===== config.mk =====
export PLATFORM = sky130hd
export DESIGN_NAME = uart_host_bus_port
export DESIGN_NICKNAME = d
export VERILOG_FILES = /design/src/common/uart_host_pkg.sv /design/src/common/phase_timer_if.sv /design/src/design/bus_phase_timer.sv /design/src/design/uart_host_bus_port.sv
export SDC_FILE = /design/constraint.sdc
export NUM_CORES = 1
export LEC_CHECK = 0
export BUFFER_PORTS_ARGS = -buffer_cell sky130_fd_sc_hd__buf_2
export CAP_MARGIN = 30
export CORE_ASPECT_RATIO = 0.8
export CORE_MARGIN = 2
export CORE_UTILIZATION = 54
export CTS_CLUSTER_DIAMETER = 200
export CTS_CLUSTER_SIZE = 24
export DETAILED_ROUTE_END_ITERATION = 8
export MAX_ROUTING_LAYER = met4
export PLACE_DENSITY = 0.83
export SYNTH_ARGS = -nofsm -noshare
export SYNTH_HDL_FRONTEND = slang
export SYNTH_SLANG_ARGS = --single-unit

===== constraint.sdc =====
create_clock -name i_clock -period 3.2 [get_ports i_clock]
set_clock_uncertainty 0.15 [all_clocks]
set_input_delay 0.64 -clock i_clock [delete_from_list [all_inputs] [get_ports i_clock]]
set_output_delay 0.64 -clock i_clock [all_outputs]
set_load 0.01 [all_outputs]

===== src/common/uart_host_pkg.sv =====
// constants and types shared by the uart host bus controller
package uart_host_pkg;

   // register address map of the device outside
   localparam logic [2:0] MODEM_CTRL_ADDR = 3'h4;
   localparam int IRQ_OE_BIT = 3;
   localparam int IR_MODE_BIT = 6;
   localparam logic [7:0] MODEM_CTRL_RESET = 8'h00;

   // bus style strap levels
   localparam logic STYLE_SEPARATE = 1'b1;
   localparam logic STYLE_DIRECTION = 1'b0;

   // direction line levels in direction-line style
   localparam logic DIR_READ = 1'b1;
   localparam logic DIR_WRITE = 1'b0;

   // bus phase timing
   localparam int CLK_PERIOD_NS = 50;
   localparam int SETUP_NS = 50;
   localparam int STROBE_NS = 100;
   localparam int HOLD_NS = 50;
   localparam int PHASE_CNT_W = 4;

   // least times round up, and never below one cycle
   localparam int SETUP_CYC_RAW = (SETUP_NS + CLK_PERIOD_NS - 1) / CLK_PERIOD_NS;
   localparam int STROBE_CYC_RAW = (STROBE_NS + CLK_PERIOD_NS - 1) / CLK_PERIOD_NS;
   localparam int HOLD_CYC_RAW = (HOLD_NS + CLK_PERIOD_NS - 1) / CLK_PERIOD_NS;
   localparam int SETUP_CYC = (SETUP_CYC_RAW < 1) ? 1 : SETUP_CYC_RAW;
   localparam int STROBE_CYC = (STROBE_CYC_RAW < 1) ? 1 : STROBE_CYC_RAW;
   localparam int HOLD_CYC = (HOLD_CYC_RAW < 1) ? 1 : HOLD_CYC_RAW;
   localparam logic [PHASE_CNT_W-1:0] SETUP_LOAD = PHASE_CNT_W'(SETUP_CYC - 1);
   localparam logic [PHASE_CNT_W-1:0] STROBE_LOAD = PHASE_CNT_W'(STROBE_CYC - 1);
   localparam logic [PHASE_CNT_W-1:0] HOLD_LOAD = PHASE_CNT_W'(HOLD_CYC - 1);

   // transaction sequencer states
   typedef enum logic [4:0] {
      ST_IDLE = 5'h01,
      ST_SETUP = 5'h02,
      ST_STROBE = 5'h04,
      ST_HOLD = 5'h08,
      ST_DONE = 5'h10
   } host_state_t;

endpackage : uart_host_pkg


===== src/common/phase_timer_if.sv =====
// interface between the sequencer and its phase timer
`timescale 1ns/1ps
`default_nettype none
interface phase_timer_if
   import uart_host_pkg::*;
   ();
   logic load;
   logic [PHASE_CNT_W-1:0] load_val;
   logic expired;

   modport ctrl (output load, output load_val, input expired);
   modport timer (input load, input load_val, output expired);
endinterface : phase_timer_if
`default_nettype wire


===== src/design/bus_phase_timer.sv =====
// down counter that times each bus phase
`timescale 1ns/1ps
`default_nettype none
module bus_phase_timer
   import uart_host_pkg::*;
(
   input wire logic i_clock,
   input wire logic i_arst_n,
   phase_timer_if.timer tmr
);

   logic [PHASE_CNT_W-1:0] cnt_r;

   // load starts a phase; the count then runs down to zero and rests there
   always_ff @(posedge i_clock or negedge i_arst_n) begin
      if (!i_arst_n) begin
         cnt_r <= '0;
      end else if (tmr.load) begin
         cnt_r <= tmr.load_val;
      end else if (cnt_r != '0) begin
         cnt_r <= cnt_r - 1'b1;
      end
   end

   // expired looks at the count alone: the sequencer derives load from expired,
   // so feeding load back here would close a combinational loop
   assign tmr.expired = (cnt_r == '0);

endmodule : bus_phase_timer
`default_nettype wire


===== src/design/uart_host_bus_port.sv =====
// host controller driving the parallel register port of a uart
// Summary of operation
// - host drives 3-bit register address per transaction
// - host drives data bus only for writes
// - chip select low frames every access
// - read strobe low, byte captured at rise
// - write data held across write strobe rise
// - direction line high reads, low writes
// - remote receive idle level follows mode
`timescale 1ns/1ps
`default_nettype none
module uart_host_bus_port
   import uart_host_pkg::*;
(
   input wire logic i_clock,
   input wire logic i_arst_n,
   input wire logic i_bus_style,
   input wire logic i_cmd_valid,
   input wire logic i_cmd_write,
   input wire logic [2:0] i_cmd_addr,
   input wire logic [7:0] i_cmd_wdata,
   output logic o_cmd_ready,
   output logic o_rsp_valid,
   output logic [7:0] o_rsp_rdata,
   output logic [2:0] o_reg_addr,
   output logic o_chip_select_n,
   output logic o_read_strobe_n,
   output logic o_write_strobe_n,
   input wire logic [7:0] i_data,
   output logic [7:0] o_data,
   output logic o_data_oe,
   input wire logic i_irq,
   output logic o_irq_pending,
   output logic o_infrared_mode
);

   phase_timer_if tmr_if ();

   host_state_t state_r;
   host_state_t state_nxt;
   logic style_r;
   logic captured_r;
   logic write_r;
   logic [2:0] addr_r;
   logic [7:0] wdata_r;
   logic [7:0] modem_control_reg_r;
   logic take;
   logic eff_write;
   logic [2:0] eff_addr;
   logic [7:0] eff_wdata;
   logic active_nxt;

   bus_phase_timer u_timer (
      .i_clock(i_clock),
      .i_arst_n(i_arst_n),
      .tmr(tmr_if.timer)
   );

   // the strap is caught by a clocked process after release, not by the reset
   always_ff @(posedge i_clock or negedge i_arst_n) begin
      if (!i_arst_n) begin
         style_r <= STYLE_SEPARATE;
         captured_r <= 1'b0;
      end else if (!captured_r) begin
         style_r <= i_bus_style;
         captured_r <= 1'b1;
      end
   end

   // a command is taken only while idle and ready
   assign take = i_cmd_valid && o_cmd_ready && (state_r == ST_IDLE);
   assign eff_write = take ? i_cmd_write : write_r;
   assign eff_addr = take ? i_cmd_addr : addr_r;
   assign eff_wdata = take ? i_cmd_wdata : wdata_r;

   // latched command stays put for the whole transaction
   always_ff @(posedge i_clock or negedge i_arst_n) begin
      if (!i_arst_n) begin
         write_r <= 1'b0;
         addr_r <= 3'h0;
         wdata_r <= 8'h00;
      end else if (take) begin
         write_r <= i_cmd_write;
         addr_r <= i_cmd_addr;
         wdata_r <= i_cmd_wdata;
      end
   end

   // sequencer: setup, strobe, hold, then one done cycle
   always_comb begin
      state_nxt = state_r;
      case (state_r)
         ST_IDLE: begin
            if (take) begin
               state_nxt = ST_SETUP;
            end
         end
         ST_SETUP: begin
            if (tmr_if.expired) begin
               state_nxt = ST_STROBE;
            end
         end
         ST_STROBE: begin
            if (tmr_if.expired) begin
               state_nxt = ST_HOLD;
            end
         end
         ST_HOLD: begin
            if (tmr_if.expired) begin
               state_nxt = ST_DONE;
            end
         end
         ST_DONE: begin
            state_nxt = ST_IDLE;
         end
         default: begin
            state_nxt = ST_IDLE;
         end
      endcase
   end

   // phase timer is loaded on every entry into a timed phase
   always_comb begin
      tmr_if.load = (state_nxt != state_r) &&
                    (state_nxt == ST_SETUP || state_nxt == ST_STROBE || state_nxt == ST_HOLD);
      case (state_nxt)
         ST_SETUP: tmr_if.load_val = SETUP_LOAD;
         ST_STROBE: tmr_if.load_val = STROBE_LOAD;
         ST_HOLD: tmr_if.load_val = HOLD_LOAD;
         default: tmr_if.load_val = '0;
      endcase
   end

   always_ff @(posedge i_clock or negedge i_arst_n) begin
      if (!i_arst_n) begin
         state_r <= ST_IDLE;
      end else begin
         state_r <= state_nxt;
      end
   end

   assign active_nxt = (state_nxt == ST_SETUP) || (state_nxt == ST_STROBE) ||
                       (state_nxt == ST_HOLD);

   // pins are registered from the next state so that every output is a flop
   always_ff @(posedge i_clock or negedge i_arst_n) begin
      if (!i_arst_n) begin
         o_chip_select_n <= 1'b1;
         o_read_strobe_n <= 1'b1;
         o_write_strobe_n <= 1'b1;
         o_reg_addr <= 3'h0;
      end else begin
         o_reg_addr <= eff_addr;
         if (style_r == STYLE_SEPARATE) begin
            o_chip_select_n <= !active_nxt;
            o_read_strobe_n <= !(state_nxt == ST_STROBE && !eff_write);
            o_write_strobe_n <= !(state_nxt == ST_STROBE && eff_write);
         end else begin
            // select only in the middle phase, so direction settles before and after
            o_chip_select_n <= !(state_nxt == ST_STROBE);
            o_read_strobe_n <= 1'b1;
            o_write_strobe_n <= (active_nxt && eff_write) ? DIR_WRITE : DIR_READ;
         end
      end
   end

   // write data is driven from setup to hold, so it brackets the strobe
   always_ff @(posedge i_clock or negedge i_arst_n) begin
      if (!i_arst_n) begin
         o_data <= 8'h00;
         o_data_oe <= 1'b0;
      end else begin
         o_data <= eff_wdata;
         o_data_oe <= active_nxt && eff_write;
      end
   end

   // read byte is sampled in the last strobe cycle, i.e. at the strobe's rise
   always_ff @(posedge i_clock or negedge i_arst_n) begin
      if (!i_arst_n) begin
         o_rsp_rdata <= 8'h00;
      end else if (state_r == ST_STROBE && state_nxt == ST_HOLD && !write_r) begin
         o_rsp_rdata <= i_data;
      end
   end

   // handshake flags toward the user side
   always_ff @(posedge i_clock or negedge i_arst_n) begin
      if (!i_arst_n) begin
         o_cmd_ready <= 1'b0;
         o_rsp_valid <= 1'b0;
      end else begin
         o_cmd_ready <= captured_r && (state_nxt == ST_IDLE);
         o_rsp_valid <= (state_nxt == ST_DONE);
      end
   end

   // shadow of the modem control byte, since the host cannot see the line float
   always_ff @(posedge i_clock or negedge i_arst_n) begin
      if (!i_arst_n) begin
         modem_control_reg_r <= MODEM_CTRL_RESET;
      end else if (state_r == ST_DONE && write_r && addr_r == MODEM_CTRL_ADDR) begin
         modem_control_reg_r <= wdata_r;
      end
   end

   // interrupt line polarity follows the bus style; a floating line is masked
   always_ff @(posedge i_clock or negedge i_arst_n) begin
      if (!i_arst_n) begin
         o_irq_pending <= 1'b0;
         o_infrared_mode <= 1'b0;
      end else begin
         if (style_r == STYLE_SEPARATE) begin
            o_irq_pending <= i_irq && modem_control_reg_r[IRQ_OE_BIT];
         end else begin
            o_irq_pending <= !i_irq;
         end
         // tells the serial side which idle level to expect on the receive line
         o_infrared_mode <= modem_control_reg_r[IR_MODE_BIT];
      end
   end
endmodule : uart_host_bus_port
`default_nettype wire


==> flow_summary.ini <==
[logic_synthesis]
synth.cell_area_um2 = 1700
synth_seq_area_share_pct = 60.7
ys_types = 37
synth.yosys.warnings = 0
synth.avg_cell_area_um2 = 13.6
synth.net_count = 152
yosys_register_bits = 41
syn_inst = 125

[cells_and_area]
diodes = 0
syn_to_final_growth_pct = 23.5
final_nets = 207
mostFrequentLayoutCell = sky130_fd_sc_hd__buf_2
drive_gt1_share_pct = 50.8
instances_no_fill = 221
most_frequent_cells_in_the_layout = sky130_fd_sc_hd__buf_2 (51), sky130_fd_sc_hd__dfrtp_1 (36), sky130_fd_sc_hd__mux2_2 (23)

[sta]
period_minus_slack_ns = 2.27
max-slew-margin-rel_pct = 42.8
setup-tns-final_ns = 0
hold-worst-slack_ns = 0.248
final-hold-violation-count = 0
finalCritPeriodShare_pct = 70.9
max_clock_freq_mhz = 441
worst_pin_slew_ns = 0.858
rsz0062_at_grt = false
finalSetupViolCount = 0
slew_viol_final = 0

[route]
drt_pass1_iterations = 4
routed_wire_length_per_instance_um = 16.5
antenna_left = 0
detail_route.wirelength_mm = 3.65
route.detailed.drc = 0
via_per_inst = 5.36
detailroute.via_count = 1185
detailedRoute.firstIterationViolations = 68

[power_and_ir_drop]
power.share.sequential_pct = 46.0
combPwrFrac_pct = 26.9
intPower_w = 0.00110
power_density_nw_per_um2 = 742
swShare_pct = 29.4
p_leak_nw = 1.00
power.ir.vdd_worst_v = 0.000449
p_switching_w = 0.000459
pwr-share-clk_pct = 27.1

[worst_hold_path]
holdCritStartpoint = modem_control_reg_r[6]$_DFFE_PN0P_
min-delay-path-class = register to register
whs_path_depth = 0

[floorplan]
initial_core_utilization_pct = 55.9
ports = 52
die_height_um = 54.2
core_area_um2 = 3040
row_count = 18
die_area_um2 = 3620
overall_die_width_um = 66.7

[global_routing]
met1_usage_pct = 29.3
antenna_violations_before_repair = 0
first_global_vias = 1248
grt-busiest-layer = met2
grt_util_met3_pct = 5.02
grt.total_usage_pct = 23.3
gr-usage-met2_pct = 36.5
grt_start_max_net_pins = 42
global_route.overflow_total = 0
grt_pass1_wl_mm = 5.87

[clock_network]
maximum_level_of_the_cts_h_tree = 2
clk-insertion-delay-late_ns = 0.28
clock_sink_count = 41
cts_buffers = 5
cts.hold.buffers_added = 0
post_cts_buffers = 0
worst_setup_hold_path_clk_slew_ns = 0.08
clock_path_buffers = 2
postCtsResizedCells = 0
clock_tree.root_cell = sky130_fd_sc_hd__clkbuf_8
cts_tree = yes

[critical_path]
timing_worst_setup_path_type = register to register
worstSetupStartpointType = register
worst-endpoint-required_ns = 3.22
crit_path_end_kind = register
cp_cell_sequence = inv_1 -> ha_1 -> nor3b_2 -> nand2_1 -> or3_1 -> mux2_2
crit_start = u_timer.cnt_r[0]$_DFFE_PN0P_
slowest_delay_ns = 0.50
critical_path.reg2reg.startpoint = u_timer.cnt_r[0]$_DFFE_PN0P_
critical-path-slowest-cell = sky130_fd_sc_hd__or3_1
worst_r2r_path_depth = 6
critical_path.max_fanout = 8
worst-endpoint-arrival_ns = 2.29

[placed_design]
io_buffers = 51
hpwl_mm = 2.71
routabilityCongestion = 0.833
post-place-cells = 213

[run]
drv.max_cap_violation_count = 0

[run_status]
run_status = finished, final reports clean
-- metrics by stage --
stage | utilization (%) | total power (W) | area (µm²) | worst slack [ns]
6_report | 69.1 | 0.00156 | 2100 | 0.932
4_1_cts | 69.1 | 0.00157 | 2100 | 0.937
3_5_place_dp | 65.3 | 0.00115 | 1980 | 0.948
5_1_grt | 69.1 | 0.00165 | 2100 | 0.721
3_3_place_gp | 65.3 | 0.00110 | 1980 | 1.07
2_1_floorplan | - | 0.000986 | 1700 | 1.26
-- final timing paths --
check	to	slack (ns)
min reg2reg	o_infrared_mode$_DFF_PN0_	0.25
min	o_infrared_mode$_DFF_PN0_	0.25
max	o_rsp_rdata[5]$_DFFE_PN0P_	0.93
max reg2reg	o_rsp_rdata[5]$_DFFE_PN0P_	0.93
min in group asynchronous	o_rsp_valid$_DFF_PN0_	0.31
max in group asynchronous	o_data[1]$_DFFE_PN0P_	2.05
-- registers in the layout (all words and copies together) (netlist names), 2 cells and up --
name                 count
o_data                   8
o_rsp_rdata              8
state_r                  5
u_timer.cnt_r            4
o_reg_addr               3
modem_control_reg_r      2
-- cell families after synthesis --
group	share of synthesized area (%)
DFF	60.7
and+or+nand+nor	13.2
muxes	16.4
AOI/OAI and AO/OA	4.42
buffers and inverters	2.58
adders and majority gates	1.47
xor gates and xnor gates	1.03
other	0.221
-- metal layers --
layer	vias to the layer above	share of wire, %
met2	36	54
met1	596	40
met4	0	1.5
li1	547	-
met5	-	0
met3	6	3.8
-- power by group through the flow --
stage | Clock [W] | Sequential, W | Combinational [W]
2_1_floorplan | 0 | 0.000739 | 0.000247
3_3_place_gp | 0 | 0.000710 | 0.000392
3_5_place_dp | 0 | 0.000725 | 0.000422
4_1_cts | 0.000428 | 0.000716 | 0.000425
5_1_grt | 0.000457 | 0.000732 | 0.000460
6_report | 0.000423 | 0.000717 | 0.000420
-- cells in the mapped netlist (all sizes together) --
cell type  count  area share (%)
dfrtp         36              53
mux2          23              15
nor2           7             2.0
nor3           7             2.1
dfstp          5             7.7
buf            4             1.7
inv            4            0.88
o21ai          4             1.2
or3            4             1.8
nand2b         3             1.1
a21oi          2            0.59
and2b          2            0.88
ha             2             1.5
mux2i          2             1.2
nand3          2            0.59
nor3b          2             1.2
a211o          1            0.52
a311o          1            0.59
a31o           1            0.52
and3b          1            0.52
conb           1            0.22
nand2          1            0.22
nand4          1            0.37
nand4b         1            0.52
nor2b          1            0.37
nor4           1            0.37
nor4bb         1            0.59
o21bai         1            0.44
o32a           1            0.59
or4            1            0.66
xnor2          1            0.52
xor2           1            0.52
-- worst max-delay path, delay by kind of cell (launching register included) --
family	cells	cell delay (ns)
multiplexers	1	0.33
flip-flops	1	0.41
AND/OR/NAND/NOR	3	1.01
buffers and inverters	1	0.09
adder cells (fa/ha/maj)	1	0.17
-- cell type report --
type,instances,area [µm²]
fillers,233,940
clock buffers,7,86.3
multi-input cells,76,624
flip-flops and latches,41,1030
well taps,40,50.0
clock inverters,1,30.0
repair buffers,52,263
inverters,4,15.0
Power figures use the tool's default switching activity.
